<file path="src/hw/tiex_defs.vh">
`ifndef TIEX_DEFS_VH
`define TIEX_DEFS_VH
// Table area in program memory and entry count.
`define TIEX_TBL_LO        14'h0020
`define TIEX_TBL_HI        14'h007F
`define TIEX_TBL_ENTRIES   7'h30
// Reach of branch targets taken through the table.
`define TIEX_REACH_HI      14'h3FFF
// Entry usage kinds.
`define TIEX_USE_CALL      2'h0
`define TIEX_USE_BRANCH    2'h1
`define TIEX_USE_EXEC      2'h2
// String-effect groups.
`define TIEX_GRP_NONE      2'h0
`define TIEX_GRP_A         2'h1
`define TIEX_GRP_B         2'h2
// Bit addressing modes.
`define TIEX_BIT_FMEM      2'h0
`define TIEX_BIT_PMEM      2'h1
`define TIEX_BIT_PTR       2'h2
// Bit space bases.
`define TIEX_FMEM_FLAG_BASE 12'hFB0
`define TIEX_FMEM_PORT_BASE 12'hFF0
`define TIEX_PMEM_BASE     12'hFC0
// Bit operations.
`define TIEX_OP_TEST       3'h0
`define TIEX_OP_MOVE       3'h1
`define TIEX_OP_AND        3'h2
`define TIEX_OP_OR         3'h3
`define TIEX_OP_XOR        3'h4
`define TIEX_OP_SET        3'h5
`define TIEX_OP_CLR        3'h6
`endif

</file>
<file path="src/hw/tiex_core.v">
`include "tiex_defs.vh"

module tiex_core (
	// Clock and reset
	input  wire        clk_sys_in,
	input  wire        sys_rst_in,
	// Decoded instruction stream, one step per machine cycle
	input  wire        insn_valid_in,
	input  wire        insn_is_table_in,
	input  wire [6:0]  insn_table_addr_in,
	input  wire [1:0]  insn_group_in,
	input  wire        skip_pending_in,
	input  wire [13:0] pc_in,
	// Table entry returned by program memory
	input  wire        entry_valid_in,
	input  wire [1:0]  entry_use_in,
	input  wire [13:0] entry_target_in,
	input  wire [1:0]  entry_group_in,
	input  wire        entry_skip_cond_in,
	// Bit operation request
	input  wire        bit_req_in,
	input  wire [2:0]  bit_op_in,
	input  wire [1:0]  bit_mode_in,
	input  wire [7:0]  bit_mem_in,
	input  wire [1:0]  bit_sel_in,
	input  wire [3:0]  reg_l_in,
	input  wire        bank_enable_flag_in,
	input  wire [3:0]  bank_select_reg_in,
	input  wire        bit_rd_data_in,
	input  wire        carry_in,
	// Table fetch toward program memory
	output reg         fetch_req_out,
	output reg  [13:0] fetch_addr_out,
	// Sequencing results
	output reg         pc_hold_out,
	output reg         pc_load_out,
	output reg  [13:0] pc_target_out,
	output reg         call_push_out,
	output reg  [13:0] call_return_out,
	output reg         exec_entry_out,
	output reg         skip_next_out,
	output reg         nop_out,
	output reg         table_fault_out,
	// Bit access toward data space
	output reg         bit_access_out,
	output reg  [3:0]  bit_bank_out,
	output reg  [11:0] bit_addr_out,
	output reg  [1:0]  bit_pos_out,
	output reg         bit_we_out,
	output reg         bit_wr_data_out,
	output reg         carry_out,
	output reg         carry_we_out
);

	localparam ST_IDLE  = 2'h0;
	localparam ST_FETCH = 2'h1;
	localparam ST_EXEC  = 2'h2;

	reg [1:0]  state;
	reg [1:0]  next_state;
	reg [1:0]  run_group;
	reg [1:0]  next_run_group;
	reg [13:0] ret_pc;
	reg [13:0] next_ret_pc;

	reg        n_fetch_req;
	reg [13:0] n_fetch_addr;
	reg        n_pc_hold;
	reg        n_pc_load;
	reg [13:0] n_pc_target;
	reg        n_call_push;
	reg        n_exec;
	reg        n_skip;
	reg        n_nop;
	reg        n_fault;

	wire [13:0] tbl_addr = {7'h00, insn_table_addr_in[6:1], 1'b0};
	wire        tbl_ok = (tbl_addr >= `TIEX_TBL_LO) &&
		(tbl_addr <= `TIEX_TBL_HI);
	wire        tgt_ok = (entry_target_in <= `TIEX_REACH_HI);

	always @* begin
		next_state     = state;
		next_run_group = run_group;
		next_ret_pc    = ret_pc;
		n_fetch_req    = 1'b0;
		n_fetch_addr   = fetch_addr_out;
		n_pc_hold      = 1'b0;
		n_pc_load      = 1'b0;
		n_pc_target    = pc_target_out;
		n_call_push    = 1'b0;
		n_exec         = 1'b0;
		n_skip         = 1'b0;
		n_nop          = 1'b0;
		n_fault        = 1'b0;
		case (state)
		ST_IDLE: begin
			if (insn_valid_in) begin
				if (skip_pending_in) begin
					// One cycle consumed, nothing fetched.
					next_run_group = `TIEX_GRP_NONE;
				end else if (insn_is_table_in) begin
					// An operand outside the table area never reaches memory.
					n_fetch_req  = tbl_ok;
					n_fetch_addr = tbl_addr;
					n_pc_hold    = 1'b1;
					next_ret_pc  = pc_in;
					n_fault      = ~tbl_ok;
					next_state   = tbl_ok ? ST_FETCH : ST_IDLE;
				end else if (insn_group_in != `TIEX_GRP_NONE &&
					insn_group_in == run_group) begin
					n_nop = 1'b1;
				end else begin
					next_run_group = insn_group_in;
				end
			end
		end
		ST_FETCH: begin
			n_pc_hold = 1'b1;
			if (entry_valid_in) begin
				case (entry_use_in)
				`TIEX_USE_CALL: begin
					n_pc_load   = 1'b1;
					n_call_push = 1'b1;
					n_pc_target = entry_target_in;
					n_fault     = ~tgt_ok;
					next_run_group = `TIEX_GRP_NONE;
					next_state  = ST_IDLE;
				end
				`TIEX_USE_BRANCH: begin
					n_pc_load   = 1'b1;
					n_pc_target = entry_target_in;
					n_fault     = ~tgt_ok;
					next_run_group = `TIEX_GRP_NONE;
					next_state  = ST_IDLE;
				end
				default: begin
					// Entry runs even if it matches the open run.
					n_exec         = 1'b1;
					next_run_group = entry_group_in;
					n_skip         = entry_skip_cond_in;
					next_state     = ST_EXEC;
				end
				endcase
			end
		end
		ST_EXEC: begin
			// Resume at the byte after the table opcode.
			n_pc_load   = 1'b1;
			n_pc_target = ret_pc;
			next_state  = ST_IDLE;
		end
		default: begin
			next_state = ST_IDLE;
		end
		endcase
	end

	always @(posedge clk_sys_in) begin
		if (sys_rst_in) begin
			state           <= ST_IDLE;
			run_group       <= `TIEX_GRP_NONE;
			ret_pc          <= 14'h0000;
			fetch_req_out   <= 1'b0;
			fetch_addr_out  <= 14'h0000;
			pc_hold_out     <= 1'b0;
			pc_load_out     <= 1'b0;
			pc_target_out   <= 14'h0000;
			call_push_out   <= 1'b0;
			call_return_out <= 14'h0000;
			exec_entry_out  <= 1'b0;
			skip_next_out   <= 1'b0;
			nop_out         <= 1'b0;
			table_fault_out <= 1'b0;
		end else begin
			state           <= next_state;
			run_group       <= next_run_group;
			ret_pc          <= next_ret_pc;
			fetch_req_out   <= n_fetch_req;
			fetch_addr_out  <= n_fetch_addr;
			pc_hold_out     <= n_pc_hold;
			pc_load_out     <= n_pc_load;
			pc_target_out   <= n_pc_target;
			call_push_out   <= n_call_push;
			call_return_out <= ret_pc;
			exec_entry_out  <= n_exec;
			skip_next_out   <= n_skip;
			nop_out         <= n_nop;
			table_fault_out <= n_fault;
		end
	end

	// Bit addressing.
	reg [11:0] n_addr;
	reg [1:0]  n_pos;
	reg [3:0]  n_bank;
	reg        n_we;
	reg        n_wd;
	reg        n_cy;
	reg        n_cywe;

	always @* begin
		n_addr = 12'h000;
		n_pos  = bit_sel_in;
		n_bank = 4'h0;
		n_we   = 1'b0;
		n_wd   = 1'b0;
		n_cy   = carry_in;
		n_cywe = 1'b0;
		case (bit_mode_in)
		`TIEX_BIT_FMEM: begin
			// Low half of the field picks flags, high half the ports.
			n_addr = bit_mem_in[4] ?
				(`TIEX_FMEM_PORT_BASE | {8'h00, bit_mem_in[3:0]}) :
				(`TIEX_FMEM_FLAG_BASE | {8'h00, bit_mem_in[3:0]});
			n_bank = 4'hF;
		end
		`TIEX_BIT_PMEM: begin
			n_addr = `TIEX_PMEM_BASE |
				{6'h00, bit_mem_in[5:2], reg_l_in[3:2]};
			n_pos  = reg_l_in[1:0];
			n_bank = 4'hF;
		end
		default: begin
			n_bank = {4{bank_enable_flag_in}} & bank_select_reg_in;
			n_addr = {4'h0, bit_mem_in};
		end
		endcase
		case (bit_op_in)
		`TIEX_OP_TEST: begin
			n_cy = bit_rd_data_in;
			n_cywe = 1'b1;
		end
		`TIEX_OP_MOVE: begin
			n_we = 1'b1;
			n_wd = carry_in;
		end
		`TIEX_OP_AND: begin
			n_cy = carry_in & bit_rd_data_in;
			n_cywe = 1'b1;
		end
		`TIEX_OP_OR: begin
			n_cy = carry_in | bit_rd_data_in;
			n_cywe = 1'b1;
		end
		`TIEX_OP_XOR: begin
			n_cy = carry_in ^ bit_rd_data_in;
			n_cywe = 1'b1;
		end
		`TIEX_OP_SET: begin
			n_we = 1'b1;
			n_wd = 1'b1;
		end
		`TIEX_OP_CLR: begin
			n_we = 1'b1;
			n_wd = 1'b0;
		end
		default: begin
			n_we = 1'b0;
		end
		endcase
	end

	always @(posedge clk_sys_in) begin
		if (sys_rst_in) begin
			bit_access_out  <= 1'b0;
			bit_bank_out    <= 4'h0;
			bit_addr_out    <= 12'h000;
			bit_pos_out     <= 2'h0;
			bit_we_out      <= 1'b0;
			bit_wr_data_out <= 1'b0;
			carry_out       <= 1'b0;
			carry_we_out    <= 1'b0;
		end else begin
			bit_access_out  <= bit_req_in;
			bit_bank_out    <= n_bank;
			bit_addr_out    <= n_addr;
			bit_pos_out     <= n_pos;
			bit_we_out      <= bit_req_in & n_we;
			bit_wr_data_out <= n_wd;
			carry_out       <= n_cy;
			carry_we_out    <= bit_req_in & n_cywe;
		end
	end

endmodule // tiex_core

</file>
<file path="config.mk">
export PLATFORM = sky130hd
export DESIGN_NAME = tiex_core
export DESIGN_NICKNAME = d
export VERILOG_FILES = /design/src/hw/tiex_core.v
export VERILOG_INCLUDE_DIRS = /design/src /design/src/hw
export SDC_FILE = /design/constraint.sdc
export NUM_CORES = 1
export LEC_CHECK = 0
export BUFFER_PORTS_ARGS = -buffer_cell sky130_fd_sc_hd__buf_2
export CAP_MARGIN = 20
export CORE_ASPECT_RATIO = 1.25
export CORE_MARGIN = 3
export CORE_UTILIZATION = 51
export CTS_BUF_LIST = sky130_fd_sc_hd__clkbuf_4
export DETAILED_ROUTE_END_ITERATION = 16
export HOLD_SLACK_MARGIN = 0.06
export PLACE_DENSITY = 0.85
export SLEW_MARGIN = 20
export SYNTH_ARGS = -nofsm -noshare
export SYNTH_HDL_FRONTEND = slang
export SYNTH_SLANG_ARGS = --single-unit
export TNS_END_PERCENT = 30
</file>
<file path="constraint.sdc">
create_clock -name clk_sys_in -period 2.2 [get_ports clk_sys_in]
set_input_delay 0.11 -clock clk_sys_in [delete_from_list [all_inputs] [get_ports clk_sys_in]]
set_output_delay 0.11 -clock clk_sys_in [all_outputs]
set_load 0.02 [all_outputs]
</file>
After elaboration in Yosys (flattened, before gate mapping). Cells that the tools add are included.

Flip-flop bits (word level): 83.

$lt $le $gt $ge: 3. Equality and inequality tests: 18. Muxes and demuxes: 41. Bitwise operators: 14. Reductions and logical operators: 21.

Operator list (count): $mux W14 (2); $pmux W14 S2 (1); $mux W2 (12); $pmux W12 S2 (1); $mux W1 (16); $reduce_or A5 Y1 (3); $le A14 B14 Y1 const B (1); $ne A2 B2 Y1 const B (5); $eq A3 B3 Y1 const B (3); $not A1 Y1 (8); $pmux W1 S2 (4); $pmux W2 S2 (2); $reduce_and A4 Y1 (2); $ge A7 B6 Y1 const B (1); $le A7 B7 Y1 const B (1); $mux W7 (1); $eq A2 B1 Y1 const B (3); $eq A3 B2 Y1 const B (2); $logic_not A2 Y1 (3); $ne A3 B3 Y1 const B (2); $reduce_bool A2 Y1 (3); $reduce_or A3 Y1 (2); $reduce_and A5 Y1 (1); $and A4 B4 Y4 (1); 13 further kinds (17).

Depth between registers and ports, before layout.
Depth in word-level cells: 7. Mapped depth: 8.

Least setup slack after synthesis. OpenSTA, ideal clock, no wires.

Path type: register -> register. Start point: register state[0]. End point: register pc_target_out[2]. Library setup time: 0.080 ns. Data arrival time: 1.409 ns. Slack: 0.711 ns. Cell stages (with the launch flop): 9. Path buffers: 2. Clock period less this slack: 1.489 ns. Cell sequence: dfxtp_1 > inv_1 > ha_1 > buf_2 > inv_1 > o22ai_4 > buf_6 > nor2_1 > a211oi_2.

Cells in the longest elaborated chain, start to end: 3.

Ends and longest elaborated chain: start: declaration (RTL line tiex_core.v:59) `reg [1:0] state;`; start signal: assignment (RTL line tiex_core.v:176) `state <= next_state;`; $eq A2 B1 Y1 / $eq A2 B2 Y1 (equally long branches) (RTL line tiex_core.v:96) `case (state)`; $ne A2 B2 Y1 (no source line) / $reduce_bool A2 Y1 (equally long branches); $reduce_and A3 Y1 (no source line); end signal: assignment (RTL line tiex_core.v:183) `pc_target_out <= n_pc_target;`; end: declaration (RTL line tiex_core.v:37) `output reg [13:0] pc_target_out,`.

Several ways; a longest one is shown, not always the timed one. A chain may end at the register's enable or synchronous reset.

Final worst setup path.
Start point: register state[1]. End point: register run_group[1].

Cells in the longest elaborated chain, start to end: 3.

Ends and longest elaborated chain: $eq A2 B1 Y1 / $logic_not A2 Y1 (equally long branches) (RTL line tiex_core.v:96); $ne A2 B2 Y1 (no source line) (tied with other cells); $reduce_and A5 Y1 (no source line); end signal: assignment (RTL line tiex_core.v:162) `` run_group <= `TIEX_GRP_NONE; ``; end signal: assignment (RTL line tiex_core.v:177) `run_group <= next_run_group;`; end: declaration (RTL line tiex_core.v:61) `reg [1:0] run_group;`.

Several ways; a longest one is shown, not always the timed one.

==> run metrics <==
fill count 300; clk slew on worst S/H paths between 100 and 150 ps; P&R area growth vs syn 54.3%; Tcrit/Tclk final 88.3%; TritonCTS clock tree done; final hold vios 0; RSZ-0062 raised after global routing no; kind of critical path flip-flop to flip-flop; # DRC 0; die height slightly above 90 um; WHS Path Cells 3; Rows 30; DP Area ~3700 um2; Final Skew ~21 ps; ys flop type dfxtp_1; #FFs+latches synth 80; Cells after Synth between 300 and 400; Yosys cell types 36; biggest area consumer among synthesized cells dfxtp_1; Routed Antenna Nets 0; DRT iter0 DRCs ~120; Final Slew Violations 0; synth top area cells dfxtp_1 53%, nand2_1 6.7%, a21oi_1 5.5%; P_leak roughly 2.1 nW; VDD IR max 0.525 mV; startpoint types flip-flop; status completed; largest net degree at the start of global routing 48; placed cells just over 500; Critical Path Sink Type flip-flop; Mapped Area a little over 3000 um2; initial core utilization a little over half; detailed-route via count 3183; Die Area between 6000 and 7000 um2; Clock Tree Buf Depth 2; TNS Setup 0 ps; endpoints failing setup 0; critical path data arrival time ~2300 ps; initial antenna violation count 1; TritonRoute pass-1 iters 6; die width around 75 um; GRT Overall Usage about 29%; fraction of layout cells with a size suffix above 1 30.6%; postcts setup bufs 0; first-pass GRT wire length about 15000 um; fin crit period 1940 ps; Worst Max-Slew Pin Slew a little over 600 ps; clk_lat worst skew ~440 ps; total grt overflow 0; CP required between 2000 and 3000 ps; num ports 148; P per Cell Area 624 nW/um2; port buffer count around 140; Core Area ~5600 um2; worst rel slew slack about 60%; YS warnings 0; post-DP HPWL a little over 5000 um; clk root buf clkbuf_4; Total Wirelength 9790 um; Synth top area share 52.9%; maxcap violations 0; vias in the first global route 3428; EDFF count, synth 0; sequential cell area fraction in the yosys report a little over half; Wirelength per Cell about 16 um; CTS Sinks 80; Max Fclk between 0.5 and 0.6 GHz; cell area after layout about 4700 um2; Layout Cells excl Fill 610; HP Class primary input to flip-flop; H-tree levels 3; final hold slack between 90 and 100 ps; Mapped Avg Cell Area approximately 9.3 um2; Async SR Flop Fraction 0%; Vias/cell between 5 and 6; crit path max fanout 7; CTS Buf Count 9; commonest non-fill, non-tap cell in the layout buf_2; R2R depth 6; highest-count cells in the layout ignoring fill and taps 138 x buf_2, 81 x dlygate4sd3_1, 80 x dfxtp_1; RePlAce Congestion roughly 0.77; final net count 620
worst max-delay path, stage by stage (launching register included):
cell and delay [ps]:
dfxtp_1 340, inv_1 80, ha_1 330, and2_1 230, a22oi_1 110, dlygate4sd3_1 580
a211oi_1 220
synth_stat cells, types with 3 or more instances:
cell type / instances
clkbuf_1: 9
nand2_1: 54
a21oi_1: 33
a211oi_1: 12
a211oi_2: 6
nor2b_1: 20
ha_1: 5
dfxtp_1: 80
buf_4: 12
nor2_1: 32
buf_2: 4
mux2i_1: 15
and2_1: 3
nor4_1: 3
nor3_1: 4
o21ai_0: 3
inv_1: 6
routing by layer:
layer | up-vias | global-route usage [%] | part of all wire, %
met5 | - | 0 | 0
li1 | 1506 | - | -
met2 | 162 | 52.1 | 54
met3 | 36 | 8.66 | 7.1
met1 | 1479 | 29.1 | 35
met4 | 0 | 17.1 | 4.0
logic make-up after synthesis:
kind of cell	count (synthesis)	synth area share, %
AO/OA/AOI/OAI	61	13.7
XOR/XNOR	1	0.290
adder cells (fa/ha/maj)	5	2.07
buffers and inverters	34	6.12
flip-flops	80	52.9
multiplexers	15	4.96
other	1	0.124
AND/OR/NAND/NOR	129	19.8
stage by stage:
step	total power, mW	setup WS, ps	utilization, %
2_1_floorplan	1.77	711	-
3_3_place_gp	1.89	541	66.3
3_5_place_dp	1.90	474	66.3
4_1_cts	2.89	293	83.4
5_1_grt	3.03	175	83.5
6_report	2.91	258	83.5
final timing paths:
kind                                        from                             end  slack, ps
hold / removal                      bit_op_in[0]            carry_out$_SDFF_PP0_         90
hold reg to reg   fetch_addr_out[4]$_SDFFE_PP0P_  fetch_addr_out[4]$_SDFFE_PP0P_        470
setup reg to reg           state[1]$_SDFFE_PP0P_       run_group[1]$_SDFFE_PP0P_        260
setup / recovery           state[1]$_SDFFE_PP0P_       run_group[1]$_SDFFE_PP0P_        260
where the power goes:
part	total [mW]	internal (mW)	switching [mW]	leakage (nW)
combinational	0.476	0.232	0.244	1.41
sequential	1.52	1.50	0.0234	0.653
clock	0.914	0.358	0.556	0.0773
cell type report:
| class | instances | area, um2 | area share [%] |
|---|---|---|---|
| diodes | 1 | 2.50 | 0.0536 |
| clock buffers | 9 | 67.6 | 1.45 |
| clock inverters | 7 | 77.6 | 1.66 |
| inverters | 6 | 22.5 | 0.482 |
| multi-input cells | 219 | 1260 | 27.1 |
| flip-flops and latches | 80 | 1600 | 34.3 |
| well taps | 64 | 80.1 | 1.72 |
| repair buffers | 224 | 1550 | 33.2 |
state kept, by name, summed over array words and instances (netlist names), 2 cells and up:
signal           cells
call_return_out     14
pc_target_out       14
ret_pc              14
bit_addr_out         9
fetch_addr_out       6
bit_bank_out         4
bit_pos_out          2
run_group            2
state                2
timing repair:
action | CTS | global route
resized for setup | 0 | 0
hold buffers | 81 | 0
hold endpoints to repair | 61 | 0
(Power assumes the default switching activity.)
